<file path="src/cso_pkg.sv">
package cso_pkg;

    // ------------------------------------------------------------
    // Sizes
    // ------------------------------------------------------------
    localparam int CSO_NUM_CH = 6; // Input channels
    localparam int CSO_NUM_INTEG = 10; // Integration selection values
    localparam int CSO_NUM_LOAD = 2; // Load factor selection values

    // ------------------------------------------------------------
    // Register byte offsets
    // ------------------------------------------------------------
    localparam logic [7:0] CSO_OFF_CH0 = 8'h00; // Channel 1 setup, then one word each
    localparam logic [7:0] CSO_OFF_CH_LAST = 8'h14; // Channel 6 setup
    localparam logic [7:0] CSO_OFF_UNIT = 8'h18; // Fitted unit and sensor ratio
    localparam logic [7:0] CSO_OFF_OUTCTL = 8'h1c; // Disk and printer output enables
    localparam logic [7:0] CSO_OFF_CLEAR = 8'h20; // Clear all selections (write only)
    localparam logic [7:0] CSO_OFF_STATUS = 8'h24; // Sticky execution error
    localparam logic [7:0] CSO_OFF_EFF = 8'h28; // Efficiency selection
    localparam logic [7:0] CSO_OFF_FREQ = 8'h2c; // Frequency selection
    localparam logic [7:0] CSO_OFF_INTEG0 = 8'h30; // Integration value 1
    localparam logic [7:0] CSO_OFF_INTEG_LAST = 8'h54; // Integration value 10
    localparam logic [7:0] CSO_OFF_LOAD0 = 8'h58; // Load factor value 1
    localparam logic [7:0] CSO_OFF_LOAD1 = 8'h5c; // Load factor value 2

    // ------------------------------------------------------------
    // Field positions
    // ------------------------------------------------------------
    localparam int CH_RANGE_LSB = 0; // Range in units of 10 mA, 16 bits
    localparam int CH_MEAN_BIT = 16; // Rectifier type, 1 = mean
    localparam int CH_AUTO_BIT = 17; // Auto ranging flag
    localparam int CH_CPL_LSB = 24; // Coupling, 2 bits
    localparam int UNIT_TYPE_LSB = 0; // Unit type, 3 bits
    localparam int UNIT_RATIO_LSB = 8; // Sensor ratio times ten, 8 bits
    localparam int OUT_DISK_BIT = 0; // Disk output on
    localparam int OUT_PRN_BIT = 1; // Printer output on
    localparam int STAT_ERR_BIT = 0; // Execution error seen

    // ------------------------------------------------------------
    // Value limits and reset values
    // ------------------------------------------------------------
    localparam logic [31:0] CSO_SEL3_MAX = 32'h0000_0007; // Efficiency, frequency
    localparam logic [31:0] CSO_SEL6_MAX = 32'h0000_003f; // Integration, load factor
    localparam logic [7:0] CSO_RATIO_HIGH = 8'h19; // Ratio 2.5 times ten
    localparam logic [7:0] CSO_RATIO_RST = 8'h0a; // Ratio 1.0 times ten
    localparam logic [15:0] CSO_RANGE_RST = 16'h1388; // 50 A

    // ------------------------------------------------------------
    // Allowed ranges, 10 mA units, zero marks an empty slot
    // ------------------------------------------------------------
    localparam int CSO_NUM_ROWS = 5;
    localparam logic [15:0] CSO_RANGE_TAB [CSO_NUM_ROWS][8] = '{
        '{16'h0014, 16'h0032, 16'h0064, 16'h00c8, 16'h01f4, 16'h03e8, 16'h07d0, 16'h1388},
        '{16'h0032, 16'h0064, 16'h00c8, 16'h01f4, 16'h03e8, 16'h07d0, 16'h0000, 16'h0000},
        '{16'h007d, 16'h00fa, 16'h01f4, 16'h04e2, 16'h09c4, 16'h1388, 16'h0000, 16'h0000},
        '{16'h01f4, 16'h03e8, 16'h07d0, 16'h1388, 16'h2710, 16'h4e20, 16'h0000, 16'h0000},
        '{16'h03e8, 16'h07d0, 16'h1388, 16'h2710, 16'h4e20, 16'hc350, 16'h0000, 16'h0000}
    };

    // ------------------------------------------------------------
    // Types
    // ------------------------------------------------------------
    typedef enum logic [1:0] {
        CPL_AC = 2'b00,
        CPL_DC = 2'b01,
        CPL_ACDC = 2'b10
    } cso_coupling_e;

    typedef enum logic [2:0] {
        UNIT_DIRECT = 3'b000,
        UNIT_CLAMP20 = 3'b001,
        UNIT_CLAMP_HIGH = 3'b010,
        UNIT_CLAMP200 = 3'b011,
        UNIT_CLAMP500 = 3'b100
    } cso_unit_e;

    typedef enum logic {
        ST_IDLE = 1'b0,
        ST_ACCESS = 1'b1
    } cso_apb_state_e;

    typedef struct packed {
        cso_coupling_e coupling; // Input coupling
        logic auto_rng; // Auto ranging on
        logic mean_rect; // 1 = mean rectified, 0 = true rms
        logic [15:0] range_ca; // Current range, 10 mA units
    } cso_chan_s;

    typedef struct packed {
        logic [2:0] eff; // Efficiency formulas 3..1
        logic [2:0] freq; // Frequency channels C..A
        logic [CSO_NUM_INTEG-1:0][5:0] integ; // Integration values
        logic [CSO_NUM_LOAD-1:0][5:0] load; // Load factor values
    } cso_sel_s;

endpackage

</file>
<file path="src/cso_setup_regs.sv">
// The APB slave port and the placing of the registers were decided locally.
`timescale 1ns/100ps

// How it works
// - Each channel stores mean or rms flag
// - Mean change under DC coupling is refused
// - Range accepted only from unit's allowed set
// - High ratio sensor: 2.5 ratio picks set
// - Range read returns stored range value
// - Channel read gives auto, mean, range
// - Clear-all zeroes every output selection
// - Clear-all refused while disk or printer on
// - Efficiency selection 0..7, three formulas
// - Frequency selection 0..7, channels A..C
// - Ten integration values; tenth uses bit 0
// - Integration 1..6 per channel bits
// - Integration 7..9 channel sum bits
// - Two load factor values, channels, sums
// - Out of range selection value refused
// - Unavailable selection bits dropped without error
// - Selection reads return stored values in order
// - Coupling AC, DC or AC+DC per channel

module cso_setup_regs
    import cso_pkg::*;
(
    input wire logic sys_clk_i, // System clock, 20 MHz
    input wire logic rst_n_i, // Asynchronous reset, active low
    input wire logic psel_i, // APB select
    input wire logic penable_i, // APB enable
    input wire logic pwrite_i, // APB direction, 1 = write
    input wire logic [31:0] paddr_i, // APB byte address
    input wire logic [31:0] pwdata_i, // APB write data
    output logic [31:0] prdata_o, // APB read data
    output logic pready_o, // APB ready
    output logic pslverr_o, // APB error
    input wire logic [5:0] ch_present_i, // Channel fitted, from pins
    input wire logic [2:0] freq_present_i, // Frequency input fitted, from pins
    output cso_pkg::cso_chan_s [CSO_NUM_CH-1:0] chan_cfg_o, // Channel setup
    output cso_pkg::cso_sel_s sel_o, // Output item selections
    output logic disk_on_o, // Disk output enabled
    output logic printer_on_o // Printer output enabled
);
    import cso_pkg::*;

    // ------------------------------------------------------------
    // Declarations
    // ------------------------------------------------------------
    cso_apb_state_e state_reg; // Bus phase tracker

    logic [8:0] pins_filt; // Filtered presence pins
    logic [5:0] ch_ok; // Channels usable
    logic [5:0] sum_ok; // Channel sums usable
    logic [2:0] freq_ok; // Frequency inputs usable

    cso_unit_e unit_reg; // Fitted input unit
    logic [7:0] ratio_reg; // Sensor ratio times ten

    logic err_reg; // Sticky execution error
    logic exec_reg; // Pending write refused for content

    logic setup_cyc; // Setup phase of a transfer
    logic commit; // Accepted write at its ready edge

    logic [31:0] rd_val; // Read mux
    logic map_ok; // Address is mapped for this direction
    logic exec_bad; // Write content is illegal

    logic [2:0] ch_idx; // Channel word index
    logic [3:0] int_idx; // Integration word index
    cso_chan_s wr_chan; // Channel word as written
    logic [7:0] a8; // Low address byte

    // ------------------------------------------------------------
    // Helpers
    // ------------------------------------------------------------

    // Range must sit in the set of the fitted unit
    function automatic logic range_ok(input cso_unit_e u, input logic [7:0] ratio,
                                      input logic [15:0] r);
        int row;
        logic hit;

        row = CSO_NUM_ROWS;
        hit = 1'b0;
        case (u)
            UNIT_DIRECT: row = 0;
            UNIT_CLAMP20: row = 1;
            UNIT_CLAMP_HIGH: row = (ratio == CSO_RATIO_HIGH) ? 2 : 1;
            UNIT_CLAMP200: row = 3;
            UNIT_CLAMP500: row = 4;
            default: row = CSO_NUM_ROWS;
        endcase

        for (int k = 0; k < 8; k++) begin
            if (row < CSO_NUM_ROWS && r != 16'h0000 && CSO_RANGE_TAB[row][k] == r) begin
                hit = 1'b1;
            end
        end

        return hit;
    endfunction

    // Sums 12, 34, 56, 123, 456, 45 need all member channels
    function automatic logic [5:0] sums_of(input logic [5:0] p);
        return {p[3] & p[4], p[3] & p[4] & p[5], p[0] & p[1] & p[2],
                p[4] & p[5], p[2] & p[3], p[0] & p[1]};
    endfunction

    // Word lies inside a block of consecutive registers
    function automatic logic in_block(input logic [7:0] a, input logic [7:0] lo,
                                      input logic [7:0] hi);
        return (a >= lo) && (a <= hi);
    endfunction

    // ------------------------------------------------------------
    // Presence pins
    // ------------------------------------------------------------
    cso_pin_sync #(
        .W(9)
    ) u_pin_sync (
        .sys_clk_i(sys_clk_i),
        .rst_n_i(rst_n_i),
        .pin_i({freq_present_i, ch_present_i}),
        .filt_o(pins_filt)
    );

    assign ch_ok = pins_filt[5:0];
    assign freq_ok = pins_filt[8:6];

    // A sum counts only when all its channels are fitted
    assign sum_ok = sums_of(ch_ok);

    // ------------------------------------------------------------
    // Address decode and write checks
    // ------------------------------------------------------------
    assign a8 = paddr_i[7:0];
    assign ch_idx = paddr_i[4:2];
    assign int_idx = 4'(paddr_i[7:2] - CSO_OFF_INTEG0[7:2]);
    assign wr_chan = cso_chan_s'({pwdata_i[CH_CPL_LSB+:2], pwdata_i[CH_AUTO_BIT],
                                  pwdata_i[CH_MEAN_BIT], pwdata_i[CH_RANGE_LSB+:16]});

    // Upper address bits and byte offset must be clear
    always_comb begin
        rd_val = 32'h0000_0000;
        map_ok = (paddr_i[31:8] == 24'h00_0000) && (paddr_i[1:0] == 2'b00);
        exec_bad = 1'b0;
        if (!map_ok) begin
            map_ok = 1'b0;
        end else if (in_block(a8, CSO_OFF_CH0, CSO_OFF_CH_LAST)) begin
            // Auto, mean and range in one word, in that order
            rd_val[CH_RANGE_LSB+:16] = chan_cfg_o[ch_idx].range_ca;
            rd_val[CH_MEAN_BIT] = chan_cfg_o[ch_idx].mean_rect;
            rd_val[CH_AUTO_BIT] = chan_cfg_o[ch_idx].auto_rng;
            rd_val[CH_CPL_LSB+:2] = chan_cfg_o[ch_idx].coupling;
            if (pwdata_i[CH_CPL_LSB+:2] == 2'b11) begin
                exec_bad = 1'b1;
            end else if (wr_chan.coupling == CPL_DC &&
                         wr_chan.mean_rect != chan_cfg_o[ch_idx].mean_rect) begin
                exec_bad = 1'b1;
            end else if (!range_ok(unit_reg, ratio_reg, wr_chan.range_ca)) begin
                exec_bad = 1'b1;
            end
        end else if (a8 == CSO_OFF_UNIT) begin
            rd_val[UNIT_TYPE_LSB+:3] = unit_reg;
            rd_val[UNIT_RATIO_LSB+:8] = ratio_reg;
            exec_bad = pwdata_i[UNIT_TYPE_LSB+:3] > UNIT_CLAMP500;
        end else if (a8 == CSO_OFF_OUTCTL) begin
            rd_val[OUT_DISK_BIT] = disk_on_o;
            rd_val[OUT_PRN_BIT] = printer_on_o;
        end else if (a8 == CSO_OFF_CLEAR) begin
            map_ok = pwrite_i; // Write only
            exec_bad = disk_on_o | printer_on_o;
        end else if (a8 == CSO_OFF_STATUS) begin
            rd_val[STAT_ERR_BIT] = err_reg;
        end else if (a8 == CSO_OFF_EFF) begin
            rd_val[2:0] = sel_o.eff;
            exec_bad = pwdata_i > CSO_SEL3_MAX;
        end else if (a8 == CSO_OFF_FREQ) begin
            rd_val[2:0] = sel_o.freq;
            exec_bad = pwdata_i > CSO_SEL3_MAX;
        end else if (in_block(a8, CSO_OFF_INTEG0, CSO_OFF_INTEG_LAST)) begin
            rd_val[5:0] = sel_o.integ[int_idx];
            exec_bad = pwdata_i > CSO_SEL6_MAX;
        end else if (a8 == CSO_OFF_LOAD0 || a8 == CSO_OFF_LOAD1) begin
            rd_val[5:0] = sel_o.load[paddr_i[2]];
            exec_bad = pwdata_i > CSO_SEL6_MAX;
        end else begin
            map_ok = 1'b0;
        end

        if (!pwrite_i) begin
            exec_bad = 1'b0; // Reads never raise an execution error
        end
    end

    // ------------------------------------------------------------
    // APB phase tracking
    // ------------------------------------------------------------
    assign setup_cyc = psel_i & ~penable_i;

    assign commit = psel_i & penable_i & pready_o & pwrite_i & ~pslverr_o;

    // Zero wait states: ready rises in the first access cycle
    always_ff @(posedge sys_clk_i or negedge rst_n_i) begin
        if (!rst_n_i) begin
            state_reg <= ST_IDLE;
            pready_o <= 1'b0;
        end else begin
            case (state_reg)
                ST_IDLE: begin
                    if (setup_cyc) begin
                        state_reg <= ST_ACCESS;
                        pready_o <= 1'b1;
                    end
                end

                ST_ACCESS: begin
                    // Transfer ends here; a new setup may follow at once
                    state_reg <= ST_IDLE;
                    pready_o <= 1'b0;
                end

                default: begin
                    state_reg <= ST_IDLE;
                    pready_o <= 1'b0;
                end
            endcase
        end
    end

    // Answer is fixed in the setup cycle and held through access
    always_ff @(posedge sys_clk_i or negedge rst_n_i) begin
        if (!rst_n_i) begin
            prdata_o <= 32'h0000_0000;
            pslverr_o <= 1'b0;
            exec_reg <= 1'b0;
        end else if (setup_cyc && state_reg == ST_IDLE) begin
            prdata_o <= pwrite_i ? 32'h0000_0000 : rd_val;
            pslverr_o <= ~map_ok | exec_bad;
            exec_reg <= map_ok & exec_bad;
        end else if (state_reg == ST_ACCESS) begin
            prdata_o <= 32'h0000_0000;
            pslverr_o <= 1'b0;
            exec_reg <= 1'b0;
        end
    end

    // ------------------------------------------------------------
    // Status: sticky execution error, write one to clear
    // ------------------------------------------------------------

    // A new error in the clearing cycle wins over the clear
    always_ff @(posedge sys_clk_i or negedge rst_n_i) begin
        if (!rst_n_i) begin
            err_reg <= 1'b0;
        end else if (pready_o && exec_reg) begin
            err_reg <= 1'b1;
        end else if (commit && a8 == CSO_OFF_STATUS && pwdata_i[STAT_ERR_BIT]) begin
            err_reg <= 1'b0;
        end
    end

    // ------------------------------------------------------------
    // Channel setup
    // ------------------------------------------------------------

    // Whole word is refused when any field is illegal, so a bad
    // range never drags a coupling change in with it
    always_ff @(posedge sys_clk_i or negedge rst_n_i) begin
        if (!rst_n_i) begin
            for (int i = 0; i < CSO_NUM_CH; i++) begin
                chan_cfg_o[i].coupling <= CPL_AC;
                chan_cfg_o[i].auto_rng <= 1'b0;
                chan_cfg_o[i].mean_rect <= 1'b0;
                chan_cfg_o[i].range_ca <= CSO_RANGE_RST;
            end
        end else if (commit && in_block(a8, CSO_OFF_CH0, CSO_OFF_CH_LAST)) begin
            chan_cfg_o[ch_idx] <= wr_chan;
        end
    end

    // Unit and ratio; stored ranges are not rechecked on a change
    always_ff @(posedge sys_clk_i or negedge rst_n_i) begin
        if (!rst_n_i) begin
            unit_reg <= UNIT_DIRECT;
            ratio_reg <= CSO_RATIO_RST;
        end else if (commit && a8 == CSO_OFF_UNIT) begin
            unit_reg <= cso_unit_e'(pwdata_i[UNIT_TYPE_LSB+:3]);
            ratio_reg <= pwdata_i[UNIT_RATIO_LSB+:8];
        end
    end

    // ------------------------------------------------------------
    // Output enables
    // ------------------------------------------------------------

    // Levels for the disk and printer writers
    always_ff @(posedge sys_clk_i or negedge rst_n_i) begin
        if (!rst_n_i) begin
            disk_on_o <= 1'b0;
            printer_on_o <= 1'b0;
        end else if (commit && a8 == CSO_OFF_OUTCTL) begin
            disk_on_o <= pwdata_i[OUT_DISK_BIT];
            printer_on_o <= pwdata_i[OUT_PRN_BIT];
        end
    end

    // ------------------------------------------------------------
    // Output item selections
    // ------------------------------------------------------------

    // Bits for absent channels or sums are dropped on the way in,
    // so a later read shows what will really be output
    always_ff @(posedge sys_clk_i or negedge rst_n_i) begin
        if (!rst_n_i) begin
            sel_o <= '0;
        end else if (commit) begin
            if (a8 == CSO_OFF_CLEAR) begin
                sel_o <= '0;
            end else if (a8 == CSO_OFF_EFF) begin
                sel_o.eff <= pwdata_i[2:0];
            end else if (a8 == CSO_OFF_FREQ) begin
                sel_o.freq <= pwdata_i[2:0] & freq_ok;
            end else if (in_block(a8, CSO_OFF_INTEG0, CSO_OFF_INTEG_LAST)) begin
                if (int_idx < 4'h6) begin
                    sel_o.integ[int_idx] <= pwdata_i[5:0] & ch_ok;
                end else if (int_idx < 4'h9) begin
                    sel_o.integ[int_idx] <= pwdata_i[5:0] & sum_ok;
                end else begin
                    sel_o.integ[int_idx] <= {5'h00, pwdata_i[0]};
                end
            end else if (a8 == CSO_OFF_LOAD0) begin
                sel_o.load[0] <= pwdata_i[5:0] & ch_ok;
            end else if (a8 == CSO_OFF_LOAD1) begin
                sel_o.load[1] <= pwdata_i[5:0] & sum_ok;
            end
        end
    end

endmodule

</file>
<file path="src/cso_pin_sync.sv">
`timescale 1ns/100ps

// ----------------------------------------------------------------
// Three stage pin synchroniser with agreement filter
// ----------------------------------------------------------------
module cso_pin_sync #(
    parameter int W = 9 // Number of pins
) (
    input wire logic sys_clk_i, // System clock
    input wire logic rst_n_i, // Asynchronous reset, active low
    input wire logic [W-1:0] pin_i, // Raw pins
    output logic [W-1:0] filt_o // Filtered level
);

    logic [W-1:0] s1_reg; // First stage, read only by s2
    logic [W-1:0] s2_reg; // Second stage
    logic [W-1:0] s3_reg; // Third stage

    // Shift chain
    always_ff @(posedge sys_clk_i or negedge rst_n_i) begin
        if (!rst_n_i) begin
            s1_reg <= '0;
            s2_reg <= '0;
            s3_reg <= '0;
        end else begin
            s1_reg <= pin_i;
            s2_reg <= s1_reg;
            s3_reg <= s2_reg;
        end
    end

    // A bit moves only once two later stages agree, which hides
    // a single metastable sample from the logic downstream
    genvar g;
    generate
        for (g = 0; g < W; g++) begin : g_bit
            always_ff @(posedge sys_clk_i or negedge rst_n_i) begin
                if (!rst_n_i) begin
                    filt_o[g] <= 1'b0;
                end else if (s2_reg[g] == s3_reg[g]) begin
                    filt_o[g] <= s3_reg[g];
                end
            end
        end
    endgenerate

endmodule

</file>
<file path="config.mk">
export PLATFORM = sky130hd
export DESIGN_NAME = cso_setup_regs
export DESIGN_NICKNAME = d
export VERILOG_FILES = /design/src/cso_pkg.sv /design/src/cso_setup_regs.sv /design/src/cso_pin_sync.sv
export SDC_FILE = /design/constraint.sdc
export NUM_CORES = 1
export LEC_CHECK = 0
export BUFFER_PORTS_ARGS = -buffer_cell sky130_fd_sc_hd__buf_2
export CAP_MARGIN = 15
export CELL_PAD_IN_SITES_DETAIL_PLACEMENT = 0
export CELL_PAD_IN_SITES_GLOBAL_PLACEMENT = 1
export CORE_ASPECT_RATIO = 0.7
export CORE_MARGIN = 1
export CORE_UTILIZATION = 43
export CTS_CLUSTER_SIZE = 24
export DETAILED_ROUTE_END_ITERATION = 8
export GPL_TIMING_DRIVEN = 1
export PLACE_DENSITY = 0.82
export SLEW_MARGIN = 20
export SYNTH_ARGS = -nofsm -noshare
export SYNTH_HDL_FRONTEND = slang
export SYNTH_HIERARCHICAL = 1
export SYNTH_SLANG_ARGS = --single-unit
export TNS_END_PERCENT = 50
</file>
<file path="constraint.sdc">
create_clock -name sys_clk_i -period 4.6 [get_ports sys_clk_i]
set_input_delay 0.92 -clock sys_clk_i [delete_from_list [all_inputs] [get_ports sys_clk_i]]
set_output_delay 0.92 -clock sys_clk_i [all_outputs]
set_load 0.005 [all_outputs]
</file>
==> impl_results.md <==
* Class of the worst hold path: flop to flop
* Initial antenna violation count at 2
* Simple-gate share of the synthesized area at 0.1267
* TritonCTS buffer count at 28
* Layout Skew at 31.76 ps
* Synth Instances at 1269
* XOR/XNOR Fraction of Synth Area at 0.005678
* Worst skew pair latency at 590 ps
* H-tree depth at 1
* Post-route ant nets at 0
* Max VDD drop at 0.3109 mV
* WP data required at 5060 ps
* Port-buffer cells at 299
* Die area at 33020 um2
* Most frequent cells in the layout: buf_2, dfrtp_1, mux2_2
* Compound-Gate Fraction of Synth Area at 0.1353
* Part of the power in registers at 0.465
* Postcts setup bufs at 0
* Gr ovfl total at 0
* P_int at 0.003964 W
* Total number of placement rows at 54
* Initial Utilization at 0.4409
* Layout cells sized above 1 at 0.3865
* Metal3 WL at 5.473 mm
* RSZ-0062 raised after global routing: false
* PD cells at 318.1 nW/um2
* Initial DRC Count at 1252
* Post-synthesis cell type with the largest combined area: dfrtp_1
* Clk network pwr share at 0.455
* Post-route DRC at 0
* Clk Tree Root Cell: clkbuf_16
* Post-CTS Resized at 0
* Ranking of synthesized cells by area: dfrtp_1, mux2_2, dfstp_2
* Critical setup path kind: flop to flop
* Final Wtd Congestion at 0.9902
* Final number of hold-violating endpoints at 0
* Setup TNS at 0 ps
* Worst-path maximum fanout at 5
* Wire per inst at 25.12 um
* Die height at 152.3 um
* Worst Max-Slew Pin Slew at 943.2 ps
* Metal-1 WL at 22.47 mm
* Period utilisation layout at 0.8639
* WP data arrival at 4440 ps
* Final Util at 0.5311
* Largest family of logic cells by synthesized area: multiplexers
* Register area at 6847 um2
* Largest register FFs at 120
* Area Growth Syn to Fin at 20.44%
* Distinct cells, synth at 80
* Top routing layer used: met4
* CTS Sinks at 272
* Static leakage at 8.066 nW
* Comb power frac at 0.080
* Mux cell area share after synthesis at 0.1788
* Average vias per placed instance at 6.097
* DRT Wirelength at 49.51 mm
* Synthesized flop and latch total at 272
* Core ar. at 31490 um2
* CTS tree: yes
* Nets at 1615
* Vias at 12020
* Die X at 216.8 um
* GRT Total Usage at 0.3001
* Post-synth ARST share at 1.000
* Hpwl dp at 34.93 mm
* Worst Setup Start Kind: flop
* Largest net degree at the start of global routing at 110
* Peak Freq at 0.2517 GHz
* Fill cell count at 2866
* Setup Viol. Count Final at 0
* Post-synthesis sequential area ratio at 0.4932
* Hold-fix buffers, CTS at 0
* Post-synthesis cell area at 13880 um2
* Drt first pass iters at 7
* First-pass GRT wire length at 74.93 mm
* Fin crit period at 3974 ps
* Max_slew headroom at 0.3712
* Syn. warnings at 6
* Switching share of total power at 0.2548
* Multi-input gate area at 6472 um2
* Status: finished clean
* Critical path endpoint category: flop
* Net Sw Power at 0.001355 W
* Reg with most FFs: chan_cfg_o
* I/O pin total at 312
* Average size of a mapped cell at 10.94 um2
* Post-synth EDFFs at 0
* Share of the synthesized area in the top cell type at 0.4326
* Commonest non-fill, non-tap cell in the layout: buf_2
* Final Max Slew Viols at 0
* Top_reg_cell synth: dfrtp_1
* Post-Synth Adder-Cell Area at 0.01541
* CTS Buffer Depth at 3
* Max-cap violations at 0
* Min Hold Slack at 348.0 ps
* Vias in the first global route at 11520
* Metal2 WL at 20.37 mm
* Largest regs: chan_cfg_o: 120 flops, sel_o: 78 flops, prdata_o: 20 flops
* Clock-pin slew on the worst setup and hold paths at 70 ps
## worst paths after layout
kind,cells past startpoint,endpoint,from,slack [ps]
hold / removal,0,u_pin_sync/s2_reg[3],u_pin_sync/s1_reg[3],350
setup reg to reg,12,pslverr_o,ratio_reg[7],630
hold reg to reg,0,u_pin_sync/s2_reg[3],u_pin_sync/s1_reg[3],350
setup / recovery,12,pslverr_o,ratio_reg[7],630
max in group asynchronous,2,chan_cfg_o[47],rst_n_i,3140
min in group asynchronous,1,sel_o[13],rst_n_i,370
## metrics by stage
| step | std cells | area (um2) | power, W | setup slack, ps |
|---|---|---|---|---|
| final | 1971 | 16720 | 0.005319 | 626.2 |
| after global routing | 1970 | 16720 | 0.005497 | 491.6 |
| after CTS | 1970 | 16710 | 0.005344 | 699.2 |
| after detailed placement | 1918 | 15730 | 0.002933 | 654.1 |
| after global placement | 1918 | 15730 | 0.002927 | 784.5 |
| after floorplan | 1280 | 13920 | 0.002717 | 988.8 |
## cell families (layout without fill, tap and decap cells)
logic type / Yosys count / in the layout
and+or+nand+nor: 348 / 348
AOI/OAI and AO/OA: 289 / 289
DFF: 272 / 272
muxes: 192 / 192
buffers and inverters: 140 / 410
adders and majority gates: 18 / 18
xor gates and xnor gates: 9 / 9
other: 1 / 13
## power groups by stage
| stage | clock network [W] | logic (W) | registers [W] |
|---|---|---|---|
| final | 0.00242 | 0.000426 | 0.00247 |
| after global routing | 0.00256 | 0.000460 | 0.00247 |
| after CTS | 0.00245 | 0.000422 | 0.00247 |
| after global placement | 0 | 0.000416 | 0.00251 |
| after floorplan | 0 | 0.000211 | 0.00251 |
| after detailed placement | 0 | 0.000420 | 0.00251 |
## critical path, cell delays in order, from the launching register on
cell and delay [ps]:
dfrtp_1 400, or4b_1 610, nor2_1 390, a21oi_1 200, ha_1 250, xor2_1 160, or4b_1 500, a22o_1 220
a2111o_1 340, o32a_1 360, o2111ai_2 80, a21oi_2 90, o31a_1 230
## layout make-up
type,count,share of cell area
Sequential cell,272,0.4095
Multi-Input combinational cell,868,0.3871
Timing Repair Buffer,334,0.1075
Clock buffer,35,0.04707
Tap cell,420,0.03143
Clock inverter,17,0.01197
Inverter,24,0.005388
Antenna cell,1,0.0001497
## synthesized netlist by cell type, types with 9 or more instances
master / n
dfstp_2: 32
or2_2: 9
dfrtp_1: 240
inv_1: 22
nand3_1: 90
o31ai_1: 13
nor2_1: 62
a22oi_1: 9
o22ai_1: 13
a22o_1: 24
nor4_1: 16
nand4_1: 11
nor3_1: 16
o211ai_1: 9
a31oi_1: 11
clkbuf_1: 71
ha_1: 9
buf_2: 25
mux2_2: 122
nand2_1: 82
mux4_2: 32
o21ai_0: 72
nor2b_1: 12
o21ai_1: 45
maj3_2: 9
buf_4: 13
a21oi_1: 37
mux2i_1: 32
## metal layers
layer	GRT usage	up-vias
li1	-	5228
met1	0.4598	6051
met2	0.4104	658
met3	0.08683	80
met4	0.07780	0
met5	0	-
(Power assumes the default switching activity.)
